File: src/hdl/dtp_regs.vh
// Register offsets, field positions, reset values and timing counts of the down timer.
`ifndef DTP_REGS_VH
`define DTP_REGS_VH
`define DTP_PRESCALER_VALUE_IDX    8'hd2
`define DTP_COUNT_VALUE_IDX        8'hd3
`define DTP_TIMER_CONTROL_IDX      8'hd4
`define DTP_IRQ_STATUS_IDX         8'hd5
`define DTP_IRQ_MASK_IDX           8'hd6
`define DTP_ADDR_PRESCALER_VALUE   12'h348
`define DTP_ADDR_COUNT_VALUE       12'h34c
`define DTP_ADDR_TIMER_CONTROL     12'h350
`define DTP_ADDR_IRQ_STATUS        12'h354
`define DTP_ADDR_IRQ_MASK          12'h358
`define DTP_BIT_ZERO_FLAG          7
`define DTP_BIT_IRQ_ENABLE         6
`define DTP_BIT_PIN_DIRECTION      5
`define DTP_BIT_PIN_LEVEL          4
`define DTP_BIT_PRESCALER_RUN      3
`define DTP_TAP_HI                 2
`define DTP_TAP_LO                 0
`define DTP_PRESCALER_RESET        7'h7f
`define DTP_COUNT_RESET            8'hff
`define DTP_CONTROL_RESET          8'h00
`define DTP_INT_DIVIDE             4'hc
`define DTP_INT_DIVIDE_LAST        4'hb
`endif

File: src/hdl/dtp_timer.v
// APB down timer with a seven bit prescaler, pin modes and zero interrupt.
//
// Design decision made here: register access over APB.
`timescale 1ns/100ps
`include "dtp_regs.vh"

module dtp_timer (
   input  wire        pclk,
   input  wire        presetn,
   input  wire        psel,
   input  wire        penable,
   input  wire        pwrite,
   input  wire [11:0] paddr,
   input  wire [31:0] pwdata,
   output reg  [31:0] prdata,
   output reg         pready,
   output reg         pslverr,
   input  wire        timer_pin_in,
   output reg         timer_pin_out,
   output reg         timer_pin_oe,
   output reg         timer_irq,
   output reg         wake_request,
   output reg         irq
);

   // ----------------------------------------------------------------
   // State.
   // ----------------------------------------------------------------
   reg  [6:0]  prescaler_value;
   reg  [7:0]  count_value;
   reg  [7:0]  timer_control_status;
   reg  [1:0]  irq_status;
   reg  [1:0]  irq_mask;
   reg  [3:0]  div_count;
   reg         pin_meta;
   reg         pin_sync;
   reg         pin_prev;
   reg         pin_latch;
   reg  [6:0]  next_psc_value;
   reg  [7:0]  next_count_value;
   reg  [7:0]  next_control;
   reg  [31:0] next_prdata;
   reg         next_pin_out;

   // ----------------------------------------------------------------
   // Field aliases.
   // ----------------------------------------------------------------
   wire        zero_reached_flag    = timer_control_status[`DTP_BIT_ZERO_FLAG];
   wire        zero_irq_enable      = timer_control_status[`DTP_BIT_IRQ_ENABLE];
   wire        pin_direction_select = timer_control_status[`DTP_BIT_PIN_DIRECTION];
   wire        pin_level            = timer_control_status[`DTP_BIT_PIN_LEVEL];
   wire        prescaler_run        = timer_control_status[`DTP_BIT_PRESCALER_RUN];
   wire [2:0]  tap_select           = timer_control_status[`DTP_TAP_HI:`DTP_TAP_LO];

   // ----------------------------------------------------------------
   // Bus decode.
   // ----------------------------------------------------------------
   wire        access   = psel & penable & pready;
   wire        wr       = access & pwrite;
   wire        hit_psc  = (paddr == `DTP_ADDR_PRESCALER_VALUE);
   wire        hit_cnt  = (paddr == `DTP_ADDR_COUNT_VALUE);
   wire        hit_ctl  = (paddr == `DTP_ADDR_TIMER_CONTROL);
   wire        hit_sts  = (paddr == `DTP_ADDR_IRQ_STATUS);
   wire        hit_msk  = (paddr == `DTP_ADDR_IRQ_MASK);
   wire        mapped   = hit_psc | hit_cnt | hit_ctl | hit_sts | hit_msk;
   wire        setup    = psel & ~penable;
   wire        rd_setup = setup & ~pwrite;

   // ----------------------------------------------------------------
   // Write strobes.
   // ----------------------------------------------------------------
   wire        wr_psc   = wr & hit_psc;
   wire        wr_cnt   = wr & hit_cnt;
   wire        wr_ctl   = wr & hit_ctl;
   wire        wr_sts   = wr & hit_sts;
   wire        wr_msk   = wr & hit_msk;

   // ----------------------------------------------------------------
   // Prescaler clock source.
   // ----------------------------------------------------------------
   wire        div_tick  = (div_count == `DTP_INT_DIVIDE_LAST);
   wire        pin_rise  = pin_sync & ~pin_prev;
   reg         pre_tick;

   wire        mode_event  = ~pin_direction_select & ~pin_level;
   wire        mode_gated  = ~pin_direction_select & pin_level;
   wire        mode_output = pin_direction_select;

   always @* begin
      pre_tick = 1'b0;
      if (mode_event) begin
         pre_tick = pin_rise;
      end else if (mode_gated) begin
         pre_tick = div_tick & pin_sync;
      end else if (mode_output) begin
         pre_tick = div_tick;
      end
   end

   wire [6:0]  next_prescaler = prescaler_value - 7'h01;
   wire [7:0]  tap_rise;

   // ----------------------------------------------------------------
   // Tap edge detect, one detector per prescaler bit.
   // ----------------------------------------------------------------
   assign tap_rise[0] = 1'b1;
   genvar ti;
   generate
      for (ti = 1; ti < 8; ti = ti + 1) begin : g_tap
         assign tap_rise[ti] = ~prescaler_value[ti - 1] & next_prescaler[ti - 1];
      end
   endgenerate

   wire        count_tick     = prescaler_run & pre_tick & tap_rise[tap_select];

   // ----------------------------------------------------------------
   // Zero flag events.
   // ----------------------------------------------------------------
   wire [7:0]  next_count     = count_value - 8'h01;
   wire        hw_zero        = count_tick & (next_count == 8'h00) & ~wr_cnt;
   wire        sw_zero        = (wr_cnt & (pwdata[7:0] == 8'h00)) |
                                (wr_ctl & pwdata[`DTP_BIT_ZERO_FLAG]);
   wire        flag_event     = hw_zero | sw_zero;

   // ----------------------------------------------------------------
   // Pin synchroniser.
   // ----------------------------------------------------------------
   always @(posedge pclk or negedge presetn) begin
      if (!presetn) begin
         pin_meta <= 1'b0;
         pin_sync <= 1'b0;
         pin_prev <= 1'b0;
      end else begin
         pin_meta <= timer_pin_in;
         pin_sync <= pin_meta;
         pin_prev <= pin_sync;
      end
   end

   // ----------------------------------------------------------------
   // Divide-by-12 source.
   // ----------------------------------------------------------------
   always @(posedge pclk or negedge presetn) begin
      if (!presetn) begin
         div_count <= 4'h0;
      end else if (div_tick) begin
         div_count <= 4'h0;
      end else begin
         div_count <= div_count + 4'h1;
      end
   end

   // ----------------------------------------------------------------
   // Prescaler next value.
   // ----------------------------------------------------------------
   always @* begin
      next_psc_value = prescaler_value;
      if (!prescaler_run) begin
         next_psc_value = `DTP_PRESCALER_RESET;
      end else if (wr_psc) begin
         next_psc_value = pwdata[6:0];
      end else if (pre_tick) begin
         next_psc_value = next_prescaler;
      end
   end

   // ----------------------------------------------------------------
   // Counter next value.
   // ----------------------------------------------------------------
   always @* begin
      next_count_value = count_value;
      if (wr_cnt) begin
         next_count_value = pwdata[7:0];
      end else if (count_tick) begin
         next_count_value = next_count;
      end
   end

   // ----------------------------------------------------------------
   // Control next value.
   // ----------------------------------------------------------------
   always @* begin
      next_control = timer_control_status;
      if (wr_ctl) begin
         next_control = pwdata[7:0];
      end
      if (flag_event) begin
         next_control[`DTP_BIT_ZERO_FLAG] = 1'b1;
      end
   end

   // ----------------------------------------------------------------
   // Prescaler and counter registers.
   // ----------------------------------------------------------------
   always @(posedge pclk or negedge presetn) begin
      if (!presetn) begin
         prescaler_value <= `DTP_PRESCALER_RESET;
      end else begin
         prescaler_value <= next_psc_value;
      end
   end

   always @(posedge pclk or negedge presetn) begin
      if (!presetn) begin
         count_value <= `DTP_COUNT_RESET;
      end else begin
         count_value <= next_count_value;
      end
   end

   // ----------------------------------------------------------------
   // Control register.
   // ----------------------------------------------------------------
   always @(posedge pclk or negedge presetn) begin
      if (!presetn) begin
         timer_control_status <= `DTP_CONTROL_RESET;
      end else begin
         timer_control_status <= next_control;
      end
   end

   // ----------------------------------------------------------------
   // Interrupt status set and clear terms.
   // ----------------------------------------------------------------
   wire [1:0]  sts_set = {sw_zero, hw_zero};
   wire [1:0]  sts_clr = wr_sts ? pwdata[1:0] : 2'b00;

   // ----------------------------------------------------------------
   // Output pin.
   // ----------------------------------------------------------------
   always @(posedge pclk or negedge presetn) begin
      if (!presetn) begin
         pin_latch <= 1'b0;
      end else if (zero_reached_flag) begin
         pin_latch <= pin_level;
      end
   end

   always @* begin
      next_pin_out = pin_latch;
      if (zero_reached_flag) begin
         next_pin_out = pin_level;
      end
   end

   always @(posedge pclk or negedge presetn) begin
      if (!presetn) begin
         timer_pin_out <= 1'b0;
         timer_pin_oe  <= 1'b0;
      end else begin
         timer_pin_out <= next_pin_out;
         timer_pin_oe  <= pin_direction_select;
      end
   end

   // ----------------------------------------------------------------
   // Timer request.
   // ----------------------------------------------------------------
   always @(posedge pclk or negedge presetn) begin
      if (!presetn) begin
         timer_irq    <= 1'b0;
         wake_request <= 1'b0;
      end else begin
         timer_irq    <= zero_reached_flag & zero_irq_enable;
         wake_request <= zero_reached_flag & zero_irq_enable;
      end
   end

   // ----------------------------------------------------------------
   // Interrupt status and mask.
   // ----------------------------------------------------------------
   genvar si;
   generate
      for (si = 0; si < 2; si = si + 1) begin : g_sts
         always @(posedge pclk or negedge presetn) begin
            if (!presetn) begin
               irq_status[si] <= 1'b0;
            end else if (sts_set[si]) begin
               irq_status[si] <= 1'b1;
            end else if (sts_clr[si]) begin
               irq_status[si] <= 1'b0;
            end
         end
      end
   endgenerate

   always @(posedge pclk or negedge presetn) begin
      if (!presetn) begin
         irq_mask <= 2'b00;
      end else if (wr_msk) begin
         irq_mask <= pwdata[1:0];
      end
   end

   // ----------------------------------------------------------------
   // Interrupt output.
   // ----------------------------------------------------------------
   always @(posedge pclk or negedge presetn) begin
      if (!presetn) begin
         irq <= 1'b0;
      end else begin
         irq <= |(irq_status & irq_mask);
      end
   end

   // ----------------------------------------------------------------
   // APB slave: no wait state, error on unmapped address.
   // ----------------------------------------------------------------
   always @(posedge pclk or negedge presetn) begin
      if (!presetn) begin
         pready <= 1'b0;
      end else begin
         pready <= setup;
      end
   end

   // ----------------------------------------------------------------
   // Error response.
   // ----------------------------------------------------------------
   always @(posedge pclk or negedge presetn) begin
      if (!presetn) begin
         pslverr <= 1'b0;
      end else begin
         pslverr <= setup & ~mapped;
      end
   end

   // ----------------------------------------------------------------
   // Read data select.
   // ----------------------------------------------------------------
   always @* begin
      next_prdata = 32'h00000000;
      if (rd_setup) begin
         case (paddr)
            `DTP_ADDR_PRESCALER_VALUE: next_prdata = {25'h0000000, prescaler_value};
            `DTP_ADDR_COUNT_VALUE:     next_prdata = {24'h000000, count_value};
            `DTP_ADDR_TIMER_CONTROL:   next_prdata = {24'h000000, timer_control_status};
            `DTP_ADDR_IRQ_STATUS:      next_prdata = {30'h00000000, irq_status};
            `DTP_ADDR_IRQ_MASK:        next_prdata = {30'h00000000, irq_mask};
            default:                   next_prdata = 32'h00000000;
         endcase
      end
   end

   // ----------------------------------------------------------------
   // Read data register.
   // ----------------------------------------------------------------
   always @(posedge pclk or negedge presetn) begin
      if (!presetn) begin
         prdata <= 32'h00000000;
      end else begin
         prdata <= next_prdata;
      end
   end

endmodule // dtp_timer

File: config.mk
export PLATFORM = sky130hd
export DESIGN_NAME = dtp_timer
export DESIGN_NICKNAME = d
export VERILOG_FILES = /design/src/hdl/dtp_timer.v
export VERILOG_INCLUDE_DIRS = /design/src /design/src/hdl
export SDC_FILE = /design/constraint.sdc
export NUM_CORES = 1
export LEC_CHECK = 0
export BUFFER_PORTS_ARGS = -buffer_cell sky130_fd_sc_hd__buf_2
export CORE_MARGIN = 4
export CORE_UTILIZATION = 47
export DETAILED_ROUTE_END_ITERATION = 8
export PLACE_DENSITY = 0.75
export SLEW_MARGIN = 10
export SYNTH_ARGS = -nofsm -noshare
export SYNTH_HDL_FRONTEND = slang
export SYNTH_SLANG_ARGS = --single-unit
File: constraint.sdc
create_clock -name pclk -period 7.2 [get_ports pclk]
set_input_delay 1.44 -clock pclk [delete_from_list [all_inputs] [get_ports pclk]]
set_output_delay 1.44 -clock pclk [all_outputs]
set_load 0.02 [all_outputs]
[Yosys cells after proc, flatten, opt, wreduce, memory -nomap -nowiden]
Cells that the tools add are included.
Storage, ports and cells
  bits in registers: 72
  input bits: 50
  output and inout port bits: 39
Operators by class
  $add $sub $neg: 3
  $lt $le $gt $ge: 1
  equality and inequality tests: 7
  multiplexer cells: 20
  bitwise gates (word level): 50
  reductions and logical operators: 7
Operator list (count)
  $eq A12 B10 Y1 const B: 5
  $pmux W8 S5: 1
  $mux W8: 4
  $and A1 B1 Y1: 29
  $mux W7: 3
  $logic_not A8 Y1: 2
  $not A1 Y1: 14
  $mux W1: 9
  $reduce_bool A2 Y1: 4
  $sub A8 B1 Y8 const B: 1
  $sub A7 B1 Y7 const B: 1
  $or A1 B1 Y1: 6
  $add A4 B1 Y4 const B: 1
  $eq A4 B4 Y1 const B: 1
  $lt A3 B4 Y1 const B: 1
  $mux W4: 1
  $bmux W1 S3: 1
  $ne A3 B1 Y1 const B: 1
  $and A2 B2 Y2: 1
  $mux W2: 1
  $reduce_or A2 Y1: 1

[Depth between registers and ports, before layout]
Gate-level depths: netlist of run 1.
  depth after elaboration: 10
  gate-level depth with buffers: 11

[Worst setup path before layout of run 1]
No wires, ideal clock.
  kind: input to register
  start: input port paddr[7]
  end: register prescaler_value[1]
  setup time: 99 ps
  arrival time: 3065 ps
  required time: 7101 ps
  path slack: 4036 ps
  cell stages on the path: 8
  path buffers: 2
  cells stage by stage: nand4b_1 -> or3_1 -> or3_1 -> clkbuf_1 -> or3_1 -> clkbuf_1 -> o211ai_1 -> o211ai_1
On the way
  word-level cells in the longest chain between the ends: 4
  elaborated cells between the ends (all ways): 5
RTL lines
  from (decl): RTL line dtp_timer.v:13  | input wire [11:0] paddr,
  $eq A12 B10 Y1 (*)
  $and A1 B1 Y1 (*): RTL line dtp_timer.v:72  | wire wr_psc = wr & hit_psc;
  $mux W7: RTL line dtp_timer.v:160  | end else if (wr_psc) begin
  $mux W7: RTL line dtp_timer.v:158  | if (!prescaler_run) begin
  to (signal assigned): RTL line dtp_timer.v:197  | prescaler_value <= `DTP_PRESCALER_RESET;
  to (signal assigned): RTL line dtp_timer.v:199  | prescaler_value <= next_psc_value;
  to (decl): RTL line dtp_timer.v:29  | reg [6:0] prescaler_value;
Every way passes the cells marked *; elsewhere a longest branch is shown, timed or not.
A chain may end at the register's enable or synchronous reset.

[Final worst setup path of run 1]
  start: input port paddr[2]
  end: register timer_control_status[3]
On the way
  word-level cells in the longest chain between the ends: 2
RTL lines
  $eq A12 B10 Y1
  $and A1 B1 Y1: RTL line dtp_timer.v:74  | wire wr_ctl = wr & hit_ctl;
  to (signal assigned): RTL line dtp_timer.v:216  | timer_control_status <= `DTP_CONTROL_RESET;
  to (signal assigned): RTL line dtp_timer.v:218  | timer_control_status <= next_control;
  to (decl): RTL line dtp_timer.v:31  | reg [7:0] timer_control_status;
No other way between the ends.

==> results of run 1 <==
-- routing by layer --
metal / vias up / GRT usage [%] / wire (um)
met5: - / 0 / 0
met3: 9 / 4.02 / 410
met1: 960 / 21.6 / 2440
li1: 995 / - / -
met4: 0 / 4.75 / 74
met2: 79 / 25.9 / 2730
-- registers in the layout (all words and copies together), names as in the netlist --
register,count
prescaler_value,7
pslverr,1
wake_request,1
timer_pin_oe,1
pready,1
div_count,4
irq_status,2
timer_control_status,8
irq,1
prdata,8
irq_mask,2
pin_prev,1
pin_sync,1
pin_meta,1
timer_pin_out,1
count_value,8
-- through the flow --
stage | worst slack, ns | power (mW) | area, um2 | instances
final | 3.91 | 0.537 | 3010 | 393
after global routing | 3.79 | 0.554 | 3010 | 393
after global placement | 3.66 | 0.318 | 2890 | 386
after floorplan | 4.04 | 0.311 | 2830 | 309
after detailed placement | 3.65 | 0.318 | 2890 | 386
after CTS | 3.95 | 0.540 | 3010 | 393
-- kinds of logic (layout without fill, tap and decap cells) --
group | Yosys count | after routing | share of synthesized area [%]
multiplexers | 24 | 24 | 9.21
buffers and inverters | 48 | 60 | 10.4
adder cells (fa/ha/maj) | 9 | 9 | 4.10
flip-flops | 48 | 48 | 44.5
other | 1 | 24 | 0.137
AND/OR/NAND/NOR | 108 | 108 | 19.2
XOR/XNOR | 9 | 9 | 2.87
AO/OA/AOI/OAI | 39 | 39 | 9.67
-- area by class of cell --
| type | instances | share of cell area (%) |
|---|---|---|
| multi-input cells | 213 | 44.0 |
| well taps | 72 | 2.99 |
| clock buffers | 5 | 2.28 |
| flip-flops and latches | 48 | 40.5 |
| repair buffers | 40 | 6.64 |
| inverters | 13 | 1.62 |
| clock inverters | 2 | 1.99 |
-- cells in the final DEF, fill, tap and decap left out, types with 2 or more instances in the layout --
cell type,count
bufinv_16,2
a211oi_1,2
conb_1,24
a31oi_1,2
mux2i_1,14
inv_1,13
dfstp_2,15
buf_2,40
mux2_1,8
xnor2_1,5
or3_1,4
xor2_1,4
nand4b_1,2
nor4_1,4
nor2_1,31
ha_1,9
nand4_1,2
o21ai_1,11
nand3b_1,3
a21oi_1,8
nand3_1,6
nor2b_1,6
nand2_1,31
dfrtp_1,33
clkbuf_8,5
mux2_2,2
nand2b_1,5
nor3_1,5
and3_1,3
o21ai_0,3
o211ai_1,4
-- power breakdown --
group / switching (mW) / internal [mW]
registers: 0.000597 / 0.271
clock network: 0.0871 / 0.137
logic: 0.0309 / 0.0106
total: 0.119 / 0.419
-- worst paths after layout --
| check | from | end | slack (ns) | cells after the start |
|---|---|---|---|---|
| setup / recovery | paddr[2] | timer_control_status[3] | 3.91 | 4 |
| hold / removal | pin_meta | pin_sync | 0.35 | 0 |
| setup reg to reg | prescaler_value[0] | timer_control_status[7] | 4.33 | 10 |
| hold reg to reg | pin_meta | pin_sync | 0.35 | 0 |
| max in group asynchronous | presetn | prdata[3] | 5.27 | 1 |
| min in group asynchronous | presetn | irq_status[1] | 1.31 | 1 |
==> flow_summary.toml, run 1 <==
[clock_tree]
cts_setup_buffers = 0
cts_tree = "yes"
clkLatencyLatePin_ns = 0.30
htree_levels = 2
clock_sinks = 48
cts_hold_buf = 0
clk_pin_slew_ns = 0.08
cts_max_path_buffers = 2
cts_buffers = 5
cts_resized = 0
cts_root_buf = "clkbuf_8"

[floorplan]
row_count = 27
die_area_um2 = 7120
core_area_um2 = 5570
die_h_um = 84.4
start_util_pct = 49.2
die_w_um = 84.4
ios = 89

[sta]
final-hold-violation-count = 0
setup_tns_ns = 0
finalMaxSlewViolations = 0
fin_crit_sh_pct = 45.7
finClkSkew_ns = 0.00503
max_freq_mhz = 304
finalSetupViolCount = 0
rsz0062_at_grt = "no"
worst_slew_pin_slew_ns = 1.01
max_slew_margin_pct = 32.7
min_period_ns = 3.29
fin_hold_ws_ns = 0.353

[critical_path]
crit_type = "in2reg"
worstPathArrival_ns = 3.48
crit_fanout = 17
cp.required_ns = 7.38
worst_path_max_delay_cell = "nor3b_1"
crit_path_start_kind = "input port"
cp_num_buf_inv = 1
end_kind = "register"
crit_chain = "buf_2 -> nor3b_1 -> nand2_1 -> mux2_1"
critical_path.top_delay_family = "simple AND/OR/NAND/NOR gates"
max_stage_delay_ns = 0.83

[cells_and_area]
final_nets = 380
antennaDiodeCount = 0
multi_input_area_um2 = 1330
seqCellArea_um2 = 1220
syn_to_final_growth_pct = 9.85
post-route-util_pct = 54.1
drive_gt1_share_pct = 21.2
fill_cells = 511

[global_route]
grt_usage_pct = 16.1
grt_pass1_wl_um = 9290
grt_pass1_vias = 1936
antenna_found_initial = 0
grt_max_degree = 49
grt-ovfl-total = 0

[routing]
ant_nets = 0
routedWlPerCell_um = 14.4
drt-pass1-iter-count = 4
via_count = 2043
drtIter0Drc = 152
route.detailed.drc = 0
via_per_inst = 5.20
wirelength_um = 5650

[hold_path]
worstHoldPathType = "reg2reg"

[run_status]
status = "finished clean"

[flow_run]
drv_cap = 0

[pwr]
ir_worst_vdd_uv = 101
powerDensity_nw_per_um2 = 178
total_leakage_power_nw = 1.49

[placement]
numPortBuffers = 40
gp_congestion = 0.863
dpl.hpwl_um = 4260

[synthesis]
synth_area_leaders = "dfrtp_1, dfstp_2, buf_4, mux2i_1, nand2_1"
ys_warn_count = 0
synth.most_common_cell = "dfrtp_1"
ys_ff_latch = 48
synth.distinct_cells = 48
synth_top_area_share_pct = 30.1
syn_area_um2 = 2740
synth_area_leader_cell = "dfrtp_1"
yosysSeqAreaShare_pct = 44.5
syn_inst = 286
synth_area_per_cell_um2 = 9.59
synth_flop_cell = "dfrtp_1"
synth_common_cells = "dfrtp_1, nand2_1, nor2_1"
synth_edf_count = 0
async_reset_ff_share_pct = 100
Power figures use the tool's default switching activity.
==> run 2: changes to the inputs <==
--- a/config.mk
+++ b/config.mk
@@ -6,11 +6,12 @@
 export SDC_FILE = /design/constraint.sdc
 export NUM_CORES = 1
 export LEC_CHECK = 0
+export ABC_AREA = 1
 export BUFFER_PORTS_ARGS = -buffer_cell sky130_fd_sc_hd__buf_2
 export CORE_MARGIN = 4
 export CORE_UTILIZATION = 47
 export DETAILED_ROUTE_END_ITERATION = 8
-export PLACE_DENSITY = 0.75
+export PLACE_DENSITY = 0.73
 export SLEW_MARGIN = 10
 export SYNTH_ARGS = -nofsm -noshare
 export SYNTH_HDL_FRONTEND = slang
==> constraint.sdc (replaced) <==
create_clock -name pclk -period 3.12 [get_ports pclk]
set_input_delay 0.624 -clock pclk [delete_from_list [all_inputs] [get_ports pclk]]
set_output_delay 0.624 -clock pclk [all_outputs]
set_load 0.02 [all_outputs]
==> run 2 against run 1 <==
Routed wire length up 24%. Register-to-register slack lost 3.3 ns. Final cell count increased by 42%. Largest power group unchanged.
==> flow_summary.toml, run 2 <==
[run_status]
status = "finished clean"

[cells_and_area]
final_cell_mix = "nand2_1, inv_1, nor2_1"
post-route-util_pct = 53.9
layout_commonest_cell = "nand2_1"
fin_area_um2 = 3500
antennaDiodeCount = 0
syn_to_final_growth_pct = 8.91
fill_cells = 604
multi_input_area_um2 = 1610
stdcell_count = 557
seqCellArea_um2 = 1220
drive_gt1_share_pct = 22.3
final_nets = 538
reg_top3 = "count_value: 8 flops, prdata: 8 flops, timer_control_status: 8 flops"

[synthesis]
synth.most_common_cell = "nand2_1"
ys_warn_count = 0
syn_inst = 439
synth.distinct_cells = 30
yosysSeqAreaShare_pct = 38.0
syn_area_um2 = 3210
synth_edf_count = 0
synth_top_area_share_pct = 25.7
synth_area_leaders = "dfrtp_1, nand2_1, dfstp_2, inv_1, buf_4"
synth_common_cells = "nand2_1, inv_1, nor2_1"
async_reset_ff_share_pct = 100
synth_flop_cell = "dfrtp_1"
synth_area_per_cell_um2 = 7.32
ys_ff_latch = 48
synth_area_leader_cell = "dfrtp_1"

[pwr]
sw_frac_of_total_pct = 22.9
p_int_mw = 0.973
power_frac_comb_pct = 8.2
seq_power_share_pct = 50.2
p_switching_mw = 0.288
p_clk_share_pct = 41.6
total_leakage_power_nw = 2.00
ir_worst_vdd_uv = 256
powerDensity_nw_per_um2 = 360
power_mw = 1.26

[sta]
worst_slew_pin_slew_ns = 1.05
max_freq_mhz = 468
max_slew_margin_pct = 30.3
finalSetupViolCount = 0
setup_tns_ns = 0
fin_hold_ws_ns = 0.351
rsz0062_at_grt = "no"
setup_ws_ns = 0.982
final-hold-violation-count = 0
finClkSkew_ns = 0.00602
min_period_ns = 2.14
finalMaxSlewViolations = 0
fin_crit_sh_pct = 68.5

[floorplan]
die_area_um2 = 8230
die_w_um = 90.7
die_h_um = 90.7
core_area_um2 = 6490
ios = 89
start_util_pct = 49.5
row_count = 29

[routing]
routedWlPerCell_um = 12.5
wirelength_um = 6990
ant_nets = 0
drtIter0Drc = 167
drt-pass1-iter-count = 6
via_count = 2749
route.detailed.drc = 0
via_per_inst = 4.94

[clock_tree]
htree_levels = 2
clock_sinks = 48
cts_tree = "yes"
cts_root_buf = "clkbuf_8"
cts_resized = 0
cts_setup_buffers = 0
cts_buffers = 5
clkLatencyLatePin_ns = 0.30
cts_max_path_buffers = 2
cts_hold_buf = 0
clk_pin_slew_ns = 0.08

[critical_path]
worstPathArrival_ns = 2.38
cp.required_ns = 3.36
end_kind = "register"
crit_path_start_kind = "register"
crit_type = "reg2reg"
crit_fanout = 8

[placement]
dpl.hpwl_um = 5540
post-place-ws_ns = 0.871
numPortBuffers = 40
place_inst = 549
gp_congestion = 0.938
placed_area_um2 = 3370

[global_route]
grt-ovfl-total = 0
antenna_found_initial = 0
grt_usage_pct = 17.4
grt_max_degree = 49
grt_pass1_vias = 2516
grt_pass1_wl_um = 11700

[flow_run]
drv_cap = 0

[hold_path]
worstHoldPathType = "reg2reg"
[run 2: worst paths after layout]
path                               startpoint        endpoint  slack, ns  cells after the start
min                                  pin_meta        pin_sync       0.35                      0
max                        prescaler_value[0]  count_value[6]       0.98                     14
min reg2reg                          pin_meta        pin_sync       0.35                      0
max reg2reg                prescaler_value[0]  count_value[6]       0.98                     14
min in group asynchronous             presetn   timer_pin_out       0.50                      1
max in group asynchronous             presetn        pin_meta       1.97                      1
[run 2: critical path, cell delays in order (launching register included)]
cell and delay (ns):
dfstp_2 0.58, inv_1 0.08, ha_1 0.23, inv_1 0.08, nor4_1 0.05, ha_1 0.18
nand2_1 0.06, nand3_1 0.07, nand2_1 0.07, nand2_1 0.05, nand2_1 0.10, nor2_1 0.08
nor2_2 0.28, nand2_1 0.08, nand2_1 0.08
[run 2: cell families after synthesis]
logic type      count (synthesis)  synth area share, %
simple gates                  255                 37.0
other cells                     1                0.117
compound gates                 31                 6.70
flops                          48                 38.0
buf+inv                        95                 14.7
fa+ha+maj                       9                 3.50
[run 2: area by class of cell]
type | count | area share, %
Clock buffer | 6 | 2.07
Sequential cell | 48 | 34.8
Inverter | 65 | 6.97
Timing Repair Buffer | 40 | 5.72
Clock inverter | 2 | 1.72
Tap cell | 77 | 2.75
Multi-Input combinational cell | 319 | 45.9
[run 2: power groups by stage]
stage,combinational [mW],clock (mW),sequential [mW]
floorplan,0.0813,0,0.645
global placement,0.101,0,0.644
detailed placement,0.103,0,0.644
CTS,0.104,0.540,0.633
global route,0.116,0.575,0.634
finish,0.104,0.525,0.633
[run 2: per-layer routing]
metal,part of all wire (%),GRT usage [%],up-vias
met2,47,28.7,90
met5,0,0,-
met4,1.0,4.72,0
li1,-,-,1399
met1,47,23.0,1252
met3,5.6,3.58,8
